===== config.mk =====
export PLATFORM = sky130hd
export DESIGN_NAME = iopsc_top
export DESIGN_NICKNAME = d
export VERILOG_FILES = /design/src/iopsc_sync2.v /design/src/iopsc_top.v
export VERILOG_INCLUDE_DIRS = /design/src
export SDC_FILE = /design/constraint.sdc
export NUM_CORES = 1
export LEC_CHECK = 0
export BUFFER_PORTS_ARGS = -buffer_cell sky130_fd_sc_hd__buf_2
export CAP_MARGIN = 0
export CORE_MARGIN = 4
export CORE_UTILIZATION = 25
export DETAILED_ROUTE_END_ITERATION = 16
export PLACE_DENSITY = 0.52
export SKIP_CTS_REPAIR_TIMING = 1
export SLEW_MARGIN = 20
export SYNTH_ARGS = -nofsm -noshare
export SYNTH_HDL_FRONTEND = slang
export SYNTH_SLANG_ARGS = --single-unit

===== constraint.sdc =====
create_clock -name clk_i -period 1.54 [get_ports clk_i]
set_clock_uncertainty 0.2 [all_clocks]
set_input_delay 0.077 -clock clk_i [delete_from_list [all_inputs] [get_ports clk_i]]
set_output_delay 0.077 -clock clk_i [all_outputs]
set_load 0.01 [all_outputs]

===== src/iopsc_consts.vh =====
`ifndef IOPSC_CONSTS_VH
`define IOPSC_CONSTS_VH
// Register addresses
`define IOPSC_ADDR_PA_DATA 8'h12
`define IOPSC_ADDR_PA_DIR 8'h13
`define IOPSC_ADDR_PB_DATA 8'h14
`define IOPSC_ADDR_PB_DIR 8'h15
`define IOPSC_ADDR_SW_LO 8'h1A
`define IOPSC_ADDR_SW_HI 8'h1B
`define IOPSC_ADDR_PULLLOW 8'h1C
// Reset values
`define IOPSC_RST_DIR 8'hFF
`define IOPSC_RST_DATA 8'h00
`define IOPSC_RST_SW 8'hFF
`define IOPSC_RST_PULLLOW 6'h00
`define IOPSC_RST_SW_HI 4'hF
`define IOPSC_RST_PULL 8'h00
`define IOPSC_RST_SENSOR 12'h000
`define IOPSC_RST_WAKE_ARM 2'h0
// Timing counts
`define IOPSC_WAKE_ARM_DONE 2'h3
// Field masks and widths
`define IOPSC_SW_HI_MASK 8'h0F
`define IOPSC_PULLLOW_W 6
`endif


===== src/iopsc_sync2.v =====
`timescale 1ns/1ps
// Two-flop synchroniser for an 8-bit pin group
module iopsc_sync2
(
   // Clock and reset
   input wire clk_i,
   input wire resetn_i,
   // Data
   input wire [7:0] d_i,
   output reg [7:0] q_o
);
   reg [7:0] meta_reg; // First stage, read only by the second

   // Two register stages
   always @(posedge clk_i or negedge resetn_i)
   begin
      if (!resetn_i)
      begin
         meta_reg <= 8'h00;
         q_o <= 8'h00;
      end
      else
      begin
         meta_reg <= d_i;
         q_o <= meta_reg;
      end
   end
endmodule


===== src/iopsc_top.v =====
`timescale 1ns/1ps
`include "iopsc_consts.vh"
module iopsc_top
(
   // Clock and reset
   input wire clk_i,
   input wire resetn_i,
   // Register port
   input wire [7:0] addr_i,
   input wire [7:0] wdata_i,
   input wire wr_i,
   input wire rd_i,
   output reg [7:0] rdata_o,
   // Configuration options (static straps)
   input wire [7:0] opt_pa_sensor_i,
   input wire [7:0] opt_pa_wake_i,
   input wire [7:0] opt_pa_pullhigh_i,
   input wire [7:0] opt_pb_pullhigh_i,
   // Port A pins
   input wire [7:0] pa_in_i,
   output reg [7:0] pa_out_o,
   output reg [7:0] pa_oe_n_o,
   output reg [7:0] pa_pullhigh_o,
   // Port B pins
   input wire [7:0] pb_in_i,
   output reg [7:0] pb_out_o,
   output reg [7:0] pb_oe_n_o,
   output reg [7:0] pb_pullhigh_o,
   // Shared-pin functions
   output reg ext_irq_zero_in_o,
   output reg ext_irq_one_in_o,
   output reg timer_event_in_o,
   output reg wake_o,
   // Sensor pad controls, one bit per channel 1-12
   output reg [11:0] sensor_switch_on_o,
   output reg [11:0] sensor_pulllow_o
);
   // Register state
   reg [7:0] pa_data_reg; // Port A output latch
   reg [7:0] pa_dir_reg; // Port A direction, 1 = input
   reg [7:0] pb_data_reg; // Port B output latch
   reg [7:0] pb_dir_reg; // Port B direction, 1 = input
   reg [7:0] sensor_switch_ctrl_lo_reg; // Channels 1-8 switch-off bits
   reg [3:0] sensor_switch_ctrl_hi_reg; // Channels 9-12 switch-off bits
   reg [5:0] sensor_pulllow_ctrl_reg; // Pair pull-low enables
   reg [7:0] rdata_next; // Read mux result
   reg [7:0] pa_pad_last_reg; // Previous synchronised pad state for wake detect
   reg [1:0] wake_arm_reg; // Edges since reset, wake masked until full
   // Synchronised pads
   wire [7:0] pa_pad_sync;
   wire [7:0] pb_pad_sync;
   // Effective values: sensor-mode bits removed from port A, I/O-mode bits from the switch fields
   wire [7:0] pa_io_mask;
   wire [7:0] pa_dir_eff;
   wire [7:0] pa_data_eff;
   wire [7:0] pa_read_val;
   wire [7:0] pb_read_val;
   wire [7:0] sw_lo_eff;
   wire [3:0] sw_hi_eff;
   wire [11:0] sw_off_all;
   wire [11:0] pair_en;
   wire [7:0] pa_wake_change; // Changed I/O input lines with wake enabled
   wire wake_armed; // Synchroniser and history hold real pad data

   // Pad synchronisers
   iopsc_sync2 u_sync_pa
   (
      .clk_i(clk_i),
      .resetn_i(resetn_i),
      .d_i(pa_in_i),
      .q_o(pa_pad_sync)
   );
   iopsc_sync2 u_sync_pb
   (
      .clk_i(clk_i),
      .resetn_i(resetn_i),
      .d_i(pb_in_i),
      .q_o(pb_pad_sync)
   );

   // Lines in ordinary I/O mode
   assign pa_io_mask = ~opt_pa_sensor_i; // helper
   // Sensor-mode PA bits read and act as zero
   assign pa_dir_eff = pa_dir_reg & pa_io_mask;
   assign pa_data_eff = pa_data_reg & pa_io_mask;
   // Pad for input bits, latch for output bits, sampled at read
   assign pa_read_val = ((pa_pad_sync & pa_dir_eff) | (pa_data_eff & ~pa_dir_eff)) & pa_io_mask;
   assign pb_read_val = (pb_pad_sync & pb_dir_reg) | (pb_data_reg & ~pb_dir_reg);
   // Switch bits of channels 1-4 and 9-12 implemented only for sensor-mode lines
   assign sw_lo_eff = {sensor_switch_ctrl_lo_reg[7:4], sensor_switch_ctrl_lo_reg[3:0] & opt_pa_sensor_i[3:0]};
   assign sw_hi_eff = sensor_switch_ctrl_hi_reg & opt_pa_sensor_i[7:4];
   // Switch-off bits for channels 1-12; an unimplemented bit acts as off
   assign sw_off_all = {sensor_switch_ctrl_hi_reg | ~opt_pa_sensor_i[7:4],
                        sensor_switch_ctrl_lo_reg[7:4],
                        sensor_switch_ctrl_lo_reg[3:0] | ~opt_pa_sensor_i[3:0]};
   // Expand each pair enable to its two channels
   assign pair_en = {{2{sensor_pulllow_ctrl_reg[5]}}, {2{sensor_pulllow_ctrl_reg[4]}},
                     {2{sensor_pulllow_ctrl_reg[3]}}, {2{sensor_pulllow_ctrl_reg[2]}},
                     {2{sensor_pulllow_ctrl_reg[1]}}, {2{sensor_pulllow_ctrl_reg[0]}}};
   // Port A lines that changed, limited to I/O-mode inputs with wake enabled;
   // a direction write alone leaves the pad history alone, so it cannot fake a wake
   assign pa_wake_change = (pa_pad_sync ^ pa_pad_last_reg) & pa_dir_eff & opt_pa_wake_i;
   assign wake_armed = (wake_arm_reg == `IOPSC_WAKE_ARM_DONE);

   // Register writes; latches hold until written again
   always @(posedge clk_i or negedge resetn_i)
   begin
      if (!resetn_i)
      begin
         pa_data_reg <= `IOPSC_RST_DATA;
         pa_dir_reg <= `IOPSC_RST_DIR;
         pb_data_reg <= `IOPSC_RST_DATA;
         pb_dir_reg <= `IOPSC_RST_DIR;
         sensor_switch_ctrl_lo_reg <= `IOPSC_RST_SW;
         sensor_switch_ctrl_hi_reg <= `IOPSC_RST_SW_HI;
         sensor_pulllow_ctrl_reg <= `IOPSC_RST_PULLLOW;
      end
      else if (wr_i)
      begin
         case (addr_i)
            `IOPSC_ADDR_PA_DATA:
            begin
               pa_data_reg <= wdata_i;
            end
            `IOPSC_ADDR_PA_DIR:
            begin
               pa_dir_reg <= wdata_i;
            end
            `IOPSC_ADDR_PB_DATA:
            begin
               pb_data_reg <= wdata_i;
            end
            `IOPSC_ADDR_PB_DIR:
            begin
               pb_dir_reg <= wdata_i;
            end
            `IOPSC_ADDR_SW_LO:
            begin
               sensor_switch_ctrl_lo_reg <= wdata_i;
            end
            `IOPSC_ADDR_SW_HI:
            begin
               sensor_switch_ctrl_hi_reg <= wdata_i[3:0];
            end
            `IOPSC_ADDR_PULLLOW:
            begin
               sensor_pulllow_ctrl_reg <= wdata_i[5:0];
            end
            default:
            begin
               pa_data_reg <= pa_data_reg; // Unmapped write ignored
            end
         endcase
      end
   end

   // Read mux
   always @*
   begin
      rdata_next = 8'h00;
      case (addr_i)
         `IOPSC_ADDR_PA_DATA: rdata_next = pa_read_val;
         `IOPSC_ADDR_PA_DIR: rdata_next = pa_dir_eff;
         `IOPSC_ADDR_PB_DATA: rdata_next = pb_read_val;
         `IOPSC_ADDR_PB_DIR: rdata_next = pb_dir_reg;
         `IOPSC_ADDR_SW_LO: rdata_next = sw_lo_eff;
         `IOPSC_ADDR_SW_HI: rdata_next = {4'h0, sw_hi_eff};
         `IOPSC_ADDR_PULLLOW: rdata_next = {2'h0, sensor_pulllow_ctrl_reg};
         default: rdata_next = 8'h00; // Unmapped reads return zero
      endcase
   end

   // Read data register, valid the cycle after the strobe only
   always @(posedge clk_i or negedge resetn_i)
   begin
      if (!resetn_i)
      begin
         rdata_o <= 8'h00;
      end
      else if (rd_i)
      begin
         rdata_o <= rdata_next;
      end
      else
      begin
         rdata_o <= 8'h00;
      end
   end

   // Port A pin drivers; sensor-mode lines are never driven
   always @(posedge clk_i or negedge resetn_i)
   begin
      if (!resetn_i)
      begin
         pa_out_o <= `IOPSC_RST_DATA;
         pa_oe_n_o <= `IOPSC_RST_DIR;
         pa_pullhigh_o <= `IOPSC_RST_PULL;
      end
      else
      begin
         // Drive only I/O-mode lines set as outputs
         pa_out_o <= pa_data_eff;
         pa_oe_n_o <= pa_dir_eff | opt_pa_sensor_i;
         // Pull-high per option, on I/O-mode lines only
         pa_pullhigh_o <= opt_pa_pullhigh_i & pa_io_mask;
      end
   end

   // Port B pin drivers; all eight lines are ordinary I/O
   always @(posedge clk_i or negedge resetn_i)
   begin
      if (!resetn_i)
      begin
         pb_out_o <= `IOPSC_RST_DATA;
         pb_oe_n_o <= `IOPSC_RST_DIR;
         pb_pullhigh_o <= `IOPSC_RST_PULL;
      end
      else
      begin
         // Latch value, enabled by the direction bit
         pb_out_o <= pb_data_reg;
         pb_oe_n_o <= pb_dir_reg;
         // Pull-high per option
         pb_pullhigh_o <= opt_pb_pullhigh_i;
      end
   end

   // Shared-pin functions follow the synchronised pads whatever the direction,
   // so an output line still feeds its own interrupt or timer input
   always @(posedge clk_i or negedge resetn_i)
   begin
      if (!resetn_i)
      begin
         ext_irq_zero_in_o <= 1'b0;
         ext_irq_one_in_o <= 1'b0;
         timer_event_in_o <= 1'b0;
      end
      else
      begin
         ext_irq_zero_in_o <= pa_pad_sync[0];
         ext_irq_one_in_o <= pa_pad_sync[1];
         timer_event_in_o <= pa_pad_sync[2];
      end
   end

   // Wake detect: one pulse per cycle with a change on any enabled I/O input line.
   // The arm count masks the first edges after reset, while the synchroniser
   // and the history register still hold reset zeros; otherwise a pad that
   // rests high would raise a false wake just after reset.
   always @(posedge clk_i or negedge resetn_i)
   begin
      if (!resetn_i)
      begin
         wake_arm_reg <= `IOPSC_RST_WAKE_ARM;
         pa_pad_last_reg <= `IOPSC_RST_DATA;
         wake_o <= 1'b0;
      end
      else
      begin
         // History of every line, direction does not matter here
         pa_pad_last_reg <= pa_pad_sync;
         // Count up to the armed state, then stay there
         if (wake_arm_reg != `IOPSC_WAKE_ARM_DONE)
         begin
            wake_arm_reg <= wake_arm_reg + 2'h1;
         end
         // Pulse only once armed
         wake_o <= wake_armed & (|pa_wake_change);
      end
   end

   // Static sensor pad levels from register state
   always @(posedge clk_i or negedge resetn_i)
   begin
      if (!resetn_i)
      begin
         sensor_switch_on_o <= `IOPSC_RST_SENSOR;
         sensor_pulllow_o <= `IOPSC_RST_SENSOR;
      end
      else
      begin
         // Closed where the control bit is 0 and the channel is implemented
         sensor_switch_on_o <= ~sw_off_all & {opt_pa_sensor_i[7:4], 4'hF, opt_pa_sensor_i[3:0]};
         // Pulled low where the pair is enabled and the switch is open
         sensor_pulllow_o <= pair_en & sw_off_all;
      end
   end
endmodule


# Word-level counts from Yosys, hierarchy flattened

Index checks and enable logic that the tools add are counted.

Add/sub/neg operators: 1
Equality and inequality tests: 9
Muxes and demuxes: 2
Bitwise operators: 27
Reductions and logical operators: 8

Operators with widths:

| operator                                                        | number |
|---|---|
| 8-bit bitwise AND                                               | 10 |
| 8-bit by 5-bit == test with 1-bit output, second input constant | 7 |
| 8-bit one-hot mux with 7 select lines                           | 1 |
| 12-bit bitwise AND                                              | 2 |
| 8-bit NOT                                                       | 3 |
| 8-bit OR                                                        | 3 |
| 2-bit AND reduction                                             | 7 |
| 12-bit NOT                                                      | 1 |
| 4-bit bitwise AND                                               | 2 |
| 8-bit 2-to-1 mux                                                | 1 |
| 4-bit NOT                                                       | 2 |
| 4-bit OR                                                        | 2 |
| 8-bit OR reduction                                              | 1 |
| 8-bit XOR                                                       | 1 |
| 2-bit by 1-bit adder with 2-bit output, second input constant   | 1 |
| 2-bit == test, second input constant                            | 1 |
| 2-bit inequality test, second input constant                    | 1 |
| 1-bit bitwise AND                                               | 1 |

Register bits after elaboration: 176

# Depth between registers and ports, before layout

Gate-level depths: netlist of run 1.

Depth in word-level cells: 8
Gate-level depth with buffers: 6
Mapped depth without buffers: 4

# Cells and area by module

From an unflattened synthesis of run 1, not the netlist that was laid out.

Cell total of the unflattened synthesis: 413
Area total of the unflattened synthesis: 6219.7 sq um

By module, submodules not included:

| module      | times used | cells an instance | area each (sq um) | sequential area each (sq um) |
|---|---|---|---|---|
| iopsc_top   | 1          | 381               | 5418.9            | 3583.4 |
| iopsc_sync2 | 2          | 16                | 400.4             | 400.4 |

# Least setup slack after synthesis of run 1

No wires, ideal clock.

Kind: input to register
From: input addr_i[5]
To: register pa_data_reg[4]
Arrival time: 1276 ps
Data required time: 1212 ps
Setup slack: -63 ps
Cell stages on the path: 4
Path buffers: 0
Cells stage by stage: or4b_4 > nor2_4 > nand3_4 > mux2_1

Longest elaborated chain between the ends: 2

Ends and longest elaborated chain:

| item                                     | line            | text |
|---|---|---|
| from (decl)                              | iopsc_top.v:9   | `input wire [7:0] addr_i,` |
| 8-bit by 5-bit == test with 1-bit output | iopsc_top.v:120 | `case (addr_i)` |
| 2-bit AND reduction (no line)            | n/a             |  |
| to (signal assigned)                     | iopsc_top.v:110 | `` pa_data_reg <= `IOPSC_RST_DATA; `` |
| to (signal assigned)                     | iopsc_top.v:123 | `pa_data_reg <= wdata_i;` |
| to (signal assigned)                     | iopsc_top.v:151 | `pa_data_reg <= pa_data_reg;` |
| to (decl)                                | iopsc_top.v:39  | `reg [7:0] pa_data_reg;` |

No other way between the ends.
A chain may end at the register's enable or synchronous reset.

# Final worst setup path of run 1

From: register pa_dir_reg[6]
To: register rdata_o[6]

Longest elaborated chain between the ends: 7
Elaborated cells on any way between the ends: 8

Ends and longest elaborated chain:

| item                                    | line            | text |
|---|---|---|
| from (decl)                             | iopsc_top.v:40  | `reg [7:0] pa_dir_reg;` |
| from (signal assigned)                  | iopsc_top.v:111 | `` pa_dir_reg <= `IOPSC_RST_DIR; `` |
| from (signal assigned)                  | iopsc_top.v:127 | `pa_dir_reg <= wdata_i;` |
| 8-bit bitwise AND *                     | iopsc_top.v:84  | `assign pa_dir_eff = pa_dir_reg & pa_io_mask;` |
| 8-bit NOT                               | iopsc_top.v:87  | `assign pa_read_val = ((pa_pad_sync & pa_dir_eff) \| (pa_data_eff & ~pa_dir_eff)) & pa_io_mask;` |
| 8-bit bitwise AND                       | iopsc_top.v:87  |  |
| 8-bit OR                                | iopsc_top.v:87  |  |
| 8-bit bitwise AND                       | iopsc_top.v:87  |  |
| 8-bit one-hot mux with 7 select lines * | iopsc_top.v:161 | `case (addr_i)` |
| 8-bit 2-to-1 mux *                      | iopsc_top.v:180 | `else if (rd_i)` |
| to (signal assigned)                    | iopsc_top.v:182 | `rdata_o <= rdata_next;` |
| to (decl)                               | iopsc_top.v:13  | `output reg [7:0] rdata_o,` |

Mark *: on every way between the ends. The rest lies on a longest branch, timed or not.

==> reports/metrics.csv, run 1 <==
stage;metric;value;unit
outcome;outcome;finished with violations;
outcome;violations;negative hold slack, negative setup slack;
cells_and_area;drive_gt1_share;53.41;%
die;die_w;167.0;µm
place;gp_congestion;0.8516;
cells_and_area;area_growth;48.04;%
yosys;synth_fp_nets;491;
setup_path;required;1.67;ns
cells_and_area;antenna_cells;0;
clock_network;htree_num_levels;4;
timing;slew_headroom;68.10;%
clock_network;cts_sinks;173;
timing;timing.final.ws_setup;-0.001222;ns
setup_path;cp-end-kind;flop;
setup_path;crit_fanout;2;
clock_network;insertion_delay;0.42;ns
power;p_leak;0.004354;µW
yosys;synth_top_cell_by_area;dfrtp_1;
detailed_routing;wl_per_cell;17.76;µm
detailed_routing;ant_nets;0;
power;powerDensity;1073;nW/µm²
global_route;antenna_found_initial;1;
clock_network;cts-buffers-inserted;17;
detailed_routing;wirelength;18.80;mm
yosys;avgSynthCellArea;14.98;µm²
clock_network;clockRootBuffer;clkbuf_16;
timing;slew_viol_final;0;
die;io_pins;152;
yosys;synth_ff_type;dfrtp_1;
timing;hold_ws;-0.06396;ns
yosys;synth-edff-count;0;
place;dp_hpwl;14.15;mm
global_route;gr-total-overflow;0;
detailed_routing;viasPerCell;4.248;
detailed_routing;route.detailed.drc;0;
setup_path;start_kind;flop;
die;start_util;25.69;%
yosys;yosysWarnings;0;
yosys;synth_top_area_share;51.07;%
clock_network;path_clk_slew;0.07;ns
timing;timing.final.crit_share;100.1;%
clock_network;cts-root-to-sink-buffers;2;
timing;fmax;0.6488;GHz
yosys;synth_area;6321;µm²
setup_path;reg2reg_from;pa_dir_reg[6];
die;fp.coreArea;24600;µm²
detailed_routing;drt-initial-drc-count;215;
setup_path;crit_start;pa_dir_reg[6];
yosys;synthTopCellsByCount;dfrtp_1, mux2_2, dfstp_2;
clock_network;cts_tree;yes;
flow_run;drv_cap;0;
global_route;grt_first_pass_wirelength;28.23;mm
setup_path;cp.arrival;1.67;ns
die;die_h;167.0;µm
timing;rsz0062_at_grt;true;
worst_hold_path;hold_class;in2async;
yosys;ys_types;51;
detailed_routing;first_pass_iters;4;
yosys;ys_ff_latch;173;
timing;worstMarginPinSlew;0.4776;ns
place;placed_area;8093;µm²
yosys;synth_most_common_cell;dfrtp_1;
power;ir_drop;621.8;µV
die;rows;57;
yosys;synth_cells;422;
timing;min_period;1.541;ns
timing;finalSetupTns;-0.001222;ns
yosys;async_flop_share;100.0;%
place;io_buffers;151;
cells_and_area;design_area;9358;µm²
yosys;synthTopCellsByArea;dfrtp_1, dfstp_2, mux2_2, nor2b_1, mux2i_1;
cells_and_area;top_regs;sensor_pulllow_o (12), sensor_switch_on_o (12);
timing;hold_violations;23;
setup_path;critical_path_class;reg2reg;
timing;finalSetupViolations;1;
cells_and_area;nets;790;
yosys;yosysSeqAreaShare;69.36;%
die;dieArea;27890;µm²
global_route;grt_use_total;13.31;%
global_route;grt_pass1_vias;4708;
detailed_routing;via_count;4494;
global_route;grt_max_degree;39;
[layout by cell type, fill, tap and decap left out, drive strengths merged, types with 3 or more instances in the layout]
master,instances
a211oi,3
nor3,4
nand2b,3
o31ai,6
nand2,10
xor2,8
clkinv,6
clkbuf,19
mux2,51
mux2i,9
buf,227
nor2,9
or2,8
inv,12
nor2b,38
nand4b,4
dfstp,44
dlygate4sd3,60
or3b,6
a21oi,12
o21ai,14
nand3b,3
and2,4
nand3,14
dfrtp,129
a22oi,4
[where the power goes]
group,internal [µW],total [µW],switching (µW),leakage [µW]
registers,4780,4900,113,0.00208
clock network,2360,4240,1880,0.000291
logic,462,904,441,0.00198
[stage by stage]
stage | hold WS, ns | cells | total power (µW) | setup WS, ns | utilization (%)
floorplan | -0.4186 | 422 | 5205 | -0.06245 | -
global placement | -0.1610 | 965 | 5744 | -0.2742 | 32.89
detailed placement | -0.1588 | 965 | 5762 | -0.3114 | 32.89
CTS | -0.6246 | 997 | 10070 | -0.1604 | 35.26
global route | -0.03041 | 1058 | 10460 | -0.07044 | 38.03
finish | -0.06396 | 1058 | 10040 | -0.001222 | 38.03
[area by class of cell]
class                   instances  area (µm²)
clock buffers                  19       452.9
repair buffers                287        1999
flip-flops and latches        173        4384
inverters                       6       22.52
fillers                      2372       15250
multi-input cells             236        1963
clock inverters                13       130.1
well taps                     324       405.4
[path summary, 6_finish.rpt]
| kind | endpoint | slack, ns | cells past startpoint |
|---|---|---|---|
| setup / recovery | rdata_o[6] | -0.001 | 4 |
| hold / removal | pa_out_o[2] | -0.06 | 2 |
| setup reg to reg | rdata_o[6] | -0.001 | 4 |
| hold reg to reg | u_sync_pa.q_o[4] | 0.15 | 0 |
| max in group asynchronous | pb_oe_n_o[5] | 0.55 | 3 |
| min in group clk_i | rdata_o[4] | -0.01 | 3 |
[cell families after synthesis]
logic type                 after synthesis  share of synthesized area, %
and+or+nand+nor                        114                         12.43
xor gates and xnor gates                 9                         1.247
DFF                                    173                         69.36
AOI/OAI and AO/OA                       52                         5.226
adders and majority gates                1                        0.1979
buffers and inverters                   13                        0.7916
muxes                                   60                         10.75
[critical path, stage by stage (launching register included)]
cell      delay [ns]
dfstp_2         0.38
or3b_4          0.36
a211oi_2        0.19
o21ai_1         0.08
a31oi_1         0.23
[per-layer routing]
metal / GRT usage [%] / vias up / routed length, µm
met2: 21.89 / 109 / 9221
li1: - / 2089 / -
met3: 3.769 / 19 / 914
met1: 17.02 / 2275 / 8416
met4: 4.269 / 2 / 222
met5: 0 / - / 20
Note: power is estimated with default switching activity, not from simulation.
==> run 2: changes to the inputs <==
CORE_MARGIN = 5   (was 4)
GPL_TIMING_DRIVEN = 0   (was unset)
MAX_ROUTING_LAYER = met4   (was unset)
==> run 2 against run 1 <==
The flow still finishes with violations (negative hold slack, negative setup slack). Sequential power about the same. Die area up 2.4%. Setup slack got worse by 0.10 ns. Via count down 4.8%. Utilization down 2.4 points. Register-to-register slack got worse by 0.10 ns. Wire length fell by 2.7%. Total power down 1.7%. Sequential share of layout area rose by 2.3 points. Sequential cell count is the same. Maximum frequency is 6.1% lower.
==> reports/metrics.csv, run 2 (synthesis results as in run 1) <==
stage;metric;value;unit;change
setup_path;slowest_stage;dfstp_2;;
place;gp_congestion;0.8529;;+0.15%
clock_network;cts_tree;yes;;
power;fin_total_pwr;9865;µW;-1.7%
cells_and_area;nets;735;;-7.0%
timing;hold_ws;-0.01193;ns;+0.05203 ns
clock_network;cts_sinks;173;;unchanged
detailed_routing;route.detailed.drc;0;;unchanged
timing;rsz0062_at_grt;true;;
cells_and_area;final_common_cell;buf_2;;
timing;worstMarginPinSlew;0.6636;ns;+0.1861 ns
timing;hold_violations;1;;-96%
global_route;gr-total-overflow;0;;unchanged
timing;timing.final.ws_setup;-0.1009;ns;-0.09970 ns
setup_path;crit_fanout;4;;+2
detailed_routing;ant_nets;0;;unchanged
power;ir_drop;628.9;µV;+1.2%
die;die_w;169.0;µm;+1.2%
detailed_routing;wl_per_cell;18.13;µm;+2.1%
setup_path;slowest_delay;0.39;ns;about the same
timing;timing.final.crit_share;106.6;%;+6.5 points
cells_and_area;area_growth;41.13;%;
cells_and_area;drive_gt1_share;49.48;%;-3.9 points
setup_path;required;1.67;ns;about the same
setup_path;reg2reg_from;pa_dir_reg[6];;
outcome;violations;negative hold slack, negative setup slack;;
power;powerDensity;1106;nW/µm²;+3.1%
worst_hold_path;hp-start;opt_pa_wake_i[6];;
global_route;grt_pass1_vias;4417;;-6.2%
place;dp_hpwl;12.83;mm;-9.3%
die;start_util;25.25;%;-0.44 points
clock_network;cts-buffers-inserted;17;;unchanged
timing;fmax;0.6094;GHz;-6.1%
flow_run;drv_cap;0;;unchanged
timing;finalSetupViolations;8;;+7
timing;slew_headroom;55.76;%;-12 points
place;post-place-ws;-0.6717;ns;-0.3603 ns
setup_path;start_kind;flop;;
global_route;grt_max_degree;89;;+130%
setup_path;path_cells;or3b_4, a211oi_4, o21ai_2, a31oi_2;;
detailed_routing;wirelength;18.29;mm;-2.7%
die;die_h;169.0;µm;+1.2%
detailed_routing;first_pass_iters;4;;unchanged
outcome;outcome;finished with violations;;
global_route;grt_first_pass_wirelength;26.90;mm;-4.7%
setup_path;cp.arrival;1.77;ns;+0.10 ns
cells_and_area;antenna_cells;0;;unchanged
timing;finalSetupTns;-0.3325;ns;-0.3313 ns
place;io_buffers;151;;unchanged
global_route;grt_use_total;12.93;%;-0.37 points
timing;slew_viol_final;0;;unchanged
cells_and_area;layout_common_cells;buf_2, dfrtp_1, dlygate4sd3_1;;
setup_path;critical_path_class;reg2reg;;
timing;min_period;1.641;ns;+0.09970 ns
setup_path;crit_start;pa_dir_reg[6];;
worst_hold_path;hold_class;in2reg;;
clock_network;htree_num_levels;4;;unchanged
global_route;antenna_found_initial;0;;-1
clock_network;cts-root-to-sink-buffers;2;;unchanged
power;p_leak;0.004019;µW;-7.7%
clock_network;path_clk_slew;0.07;ns;about the same
die;io_pins;152;;unchanged
detailed_routing;viasPerCell;4.242;;-0.14%
die;fp.coreArea;25040;µm²;+1.8%
setup_path;cp-end-kind;flop;;
die;dieArea;28560;µm²;+2.4%
clock_network;insertion_delay;0.42;ns;about the same
clock_network;clockRootBuffer;clkbuf_16;;
detailed_routing;via_count;4280;;-4.8%
cells_and_area;top_regs;sensor_pulllow_o (12), sensor_switch_on_o (12);;
detailed_routing;drt-initial-drc-count;185;;-14%
die;rows;58;;+1.8%
run 2: worst max-delay path: cells and delay by family, from the launching register on:
kind / cells / cell delay [ns]
compound gates: 3 / 0.58
simple gates: 1 / 0.38
flops: 1 / 0.39
run 2: cell type report:
type                       instances  area [µm²]
fill                            2477       16120
sequential                       173        4384
multi-input combinational        236        2014
timing repair buffer             225        1494
clock buffer                      18       429.2
tap                              330       412.9
clock inverter                    14       135.1
buffer                             7       28.78
inverter                           6       22.52
run 2: per-layer routing:
metal	track usage [%]	share of wire, %
met1	16.44	44
met2	20.45	50
met3	3.620	4.9
met4	3.535	0.87
met5	-	0
run 2: through the flow:
stage / instances / utilization (%) / instance area, µm²
after floorplan: 422 / - / 6327
after global placement: 903 / 29.94 / 7496
after detailed placement: 904 / 30.09 / 7533
after CTS: 936 / 32.34 / 8098
after global routing: 1009 / 35.63 / 8921
final: 1009 / 35.63 / 8921
run 2: report_power, final:
group | internal [µW] | switching (µW)
combinational | 380 | 418
sequential | 4780 | 121
clock | 2270 | 1900
total | 7430 | 2430
run 2: worst paths after layout:
check,endpoint,cells past startpoint,slack [ns]
worst min-delay path,wake_o,4,-0.01
worst min register to register,u_sync_pb.q_o[5],0,0.15
max in group asynchronous,pa_dir_reg[4],3,0.20
min in group asynchronous,pa_out_o[2],2,0.05
worst max register to register,rdata_o[6],4,-0.10
worst max-delay path,rdata_o[6],4,-0.10
==> run 3: changes to the inputs <==
TNS_END_PERCENT = 10   (was unset)
==> run 3 against run 2 <==
The flow still finishes with violations (negative hold slack, negative setup slack). Sequential share of layout area is 0.60 points higher. Sequential cell count unchanged. Worst hold slack got worse by 0.11 ns. First-iteration DRC count grew 19%. Sequential power is essentially flat. Setup slack better by 0.0017 ns. Utilization down 0.43 points. Via count down 1.6%. Die area unchanged. Cell area fell by 1.2%. Global-route usage about the same. Total power decreased by 0.33%. Critical path type unchanged. Largest cell class unchanged. Highest routed layer unchanged.
==> reports/metrics.csv, run 3 (synthesis results as in run 1) <==
stage;metric;value;unit;change
outcome;outcome;finished with violations;;
outcome;violations;negative hold slack, negative setup slack;;
global_route;met2_usage;19.68;%;-0.77 points
timing;fmax;0.6101;GHz;+0.11%
global_route;grt_max_degree;93;;+4.5%
setup_path;path_delay_family;compound AO/OA/AOI/OAI gates;;
power;ir_drop;495.6;µV;-21%
timing;worstMarginPinSlew;0.7385;ns;+0.07488 ns
die;die_w;169.0;µm;unchanged
global_route;antenna_found_initial;0;;unchanged
timing;hold_violations;2;;+1
setup_path;cp.arrival;1.76;ns;about the same
detailed_routing;wl_per_cell;18.01;µm;-0.69%
power;p_leak;0.003976;µW;-1.1%
detailed_routing;wirelength;18.02;mm;-1.5%
timing;timing.final.crit_share;106.4;%;-0.11 points
detailed_routing;route.detailed.drc;0;;unchanged
global_route;grt_first_pass_wirelength;27.05;mm;+0.54%
detailed_routing;via_count;4210;;-1.6%
clock_network;htree_num_levels;4;;unchanged
setup_path;critical_path_class;reg2reg;;
power;powerDensity;1116;nW/µm²;+0.89%
cells_and_area;nets;727;;-1.1%
clock_network;cts-root-to-sink-buffers;2;;unchanged
cells_and_area;final_common_cell;buf_2;;
detailed_routing;viasPerCell;4.206;;-0.85%
setup_path;crit_fanout;3;;-1
detailed_routing;ant_nets;0;;unchanged
setup_path;required;1.66;ns;about the same
global_route;use_met1;16.64;%;+0.20 points
cells_and_area;drive_gt1_share;47.39;%;-2.1 points
setup_path;cp-end-kind;flop;;
timing;timing.final.ws_setup;-0.09919;ns;+0.001723 ns
timing;slew_headroom;50.66;%;-5.1 points
place;dp_hpwl;12.70;mm;-1.0%
cells_and_area;fin_util;35.20;%;-0.43 points
setup_path;path_cells;or3b_4, a211oi_2, o21ai_1, a31oi_2;;
clock_network;clockRootBuffer;clkbuf_16;;
place;io_buffers;151;;unchanged
timing;hold_ws;-0.1235;ns;-0.1116 ns
detailed_routing;first_pass_iters;4;;unchanged
flow_run;drv_cap;0;;unchanged
die;start_util;25.25;%;unchanged
global_route;grt_use_total;12.92;%;about the same
die;die_h;169.0;µm;unchanged
timing;finalSetupViolations;9;;+1
global_route;gr-total-overflow;0;;unchanged
clock_network;cts_sinks;173;;unchanged
setup_path;path_buf_inv;0;;unchanged
global_route;grt_pass1_vias;4421;;+0.091%
setup_path;slowest_delay;0.38;ns;about the same
setup_path;slowest_stage;or3b_4;;
die;fp.coreArea;25040;µm²;unchanged
timing;rsz0062_at_grt;true;;
timing;min_period;1.639;ns;-0.001723 ns
die;io_pins;152;;unchanged
die;rows;58;;unchanged
global_route;busiest_layer;met2;;
clock_network;cts-buffers-inserted;17;;unchanged
place;gp_congestion;0.8729;;+2.3%
die;dieArea;28560;µm²;unchanged
cells_and_area;layout_common_cells;buf_2, dfrtp_1, dlygate4sd3_1;;
cells_and_area;antenna_cells;0;;unchanged
clock_network;cts_tree;yes;;
timing;slew_viol_final;0;;unchanged
detailed_routing;drt-initial-drc-count;221;;+19%
cells_and_area;area_growth;39.43;%;
clock_network;insertion_delay;0.42;ns;about the same
cells_and_area;top_regs;sensor_pulllow_o (12), sensor_switch_on_o (12);;
global_route;use_met3;3.807;%;+0.19 points
place;post-place-ws;-0.8162;ns;-0.1445 ns
setup_path;start_kind;flop;;
clock_network;path_clk_slew;0.07;ns;about the same
worst_hold_path;hold_class;in2reg;;
## run 3: cell count changes in the layout (fill, tap and decap cells not counted), moves of 2 or more
cell / previous run / this run
a21oi_2: 5 / 2
clkbuf_1: 5 / 7
a21oi_1: 7 / 10
inv_6: 6 / 3
clkbuf_8: 0 / 2
buf_4: 12 / 5
## run 3: final timing paths
check | startpoint | end | slack, ns | cells past startpoint
min in group asynchronous | resetn_i | pa_pullhigh_o[2] | 0.07 | 2
min | addr_i[6] | rdata_o[7] | -0.12 | 4
max | pa_data_reg[6] | rdata_o[6] | -0.1 | 4
min reg2reg | u_sync_pb.meta_reg[0] | u_sync_pb.q_o[0] | 0.15 | 0
max reg2reg | pa_data_reg[6] | rdata_o[6] | -0.1 | 4
max in group asynchronous | resetn_i | pa_oe_n_o[1] | 0.19 | 3
## run 3: where the power goes
part	switching [µW]	internal [µW]
Sequential	119	4790
Clock	1820	2330
Combinational	407	368
## run 3: per-layer routing
layer	vias to the layer above	routed length, µm
met3	15	910
met2	131	8745
li1	1959	-
met5	-	0
met4	0	280
met1	2105	8088
## run 3: cell type report
class                   instances  area [µm²]
inverters                       6       22.52
plain buffers                   7       27.53
multi-input cells             236        1966
flip-flops and latches        173        4384
clock inverters                11       108.9
clock buffers                  21       460.4
repair buffers                217        1431
well taps                     330       412.9
fillers                      2469       16220
## run 3: per-stage QoR
step           setup TNS (ns)  total power (µW)  cells  cell area (µm²)  hold WS, ns
6_report              -0.5708              9832   1001             8813      -0.1235
4_1_cts                -8.772              9865    936             8100      -0.5051
5_1_grt                -2.311             10280   1001             8813      -0.1209
3_3_place_gp          -413.41              5619    903             7493     -0.01478
3_5_place_dp           -31.36              5647    904             7531     -0.04526
2_1_floorplan         -0.9961              5205    422             6325      -0.4186
## run 3: worst register-to-register path, delay by kind of cell, from the launching register on
family | cells | cell delay, ns
compound gates | 3 | 0.60
simple gates | 1 | 0.38
flops | 1 | 0.37
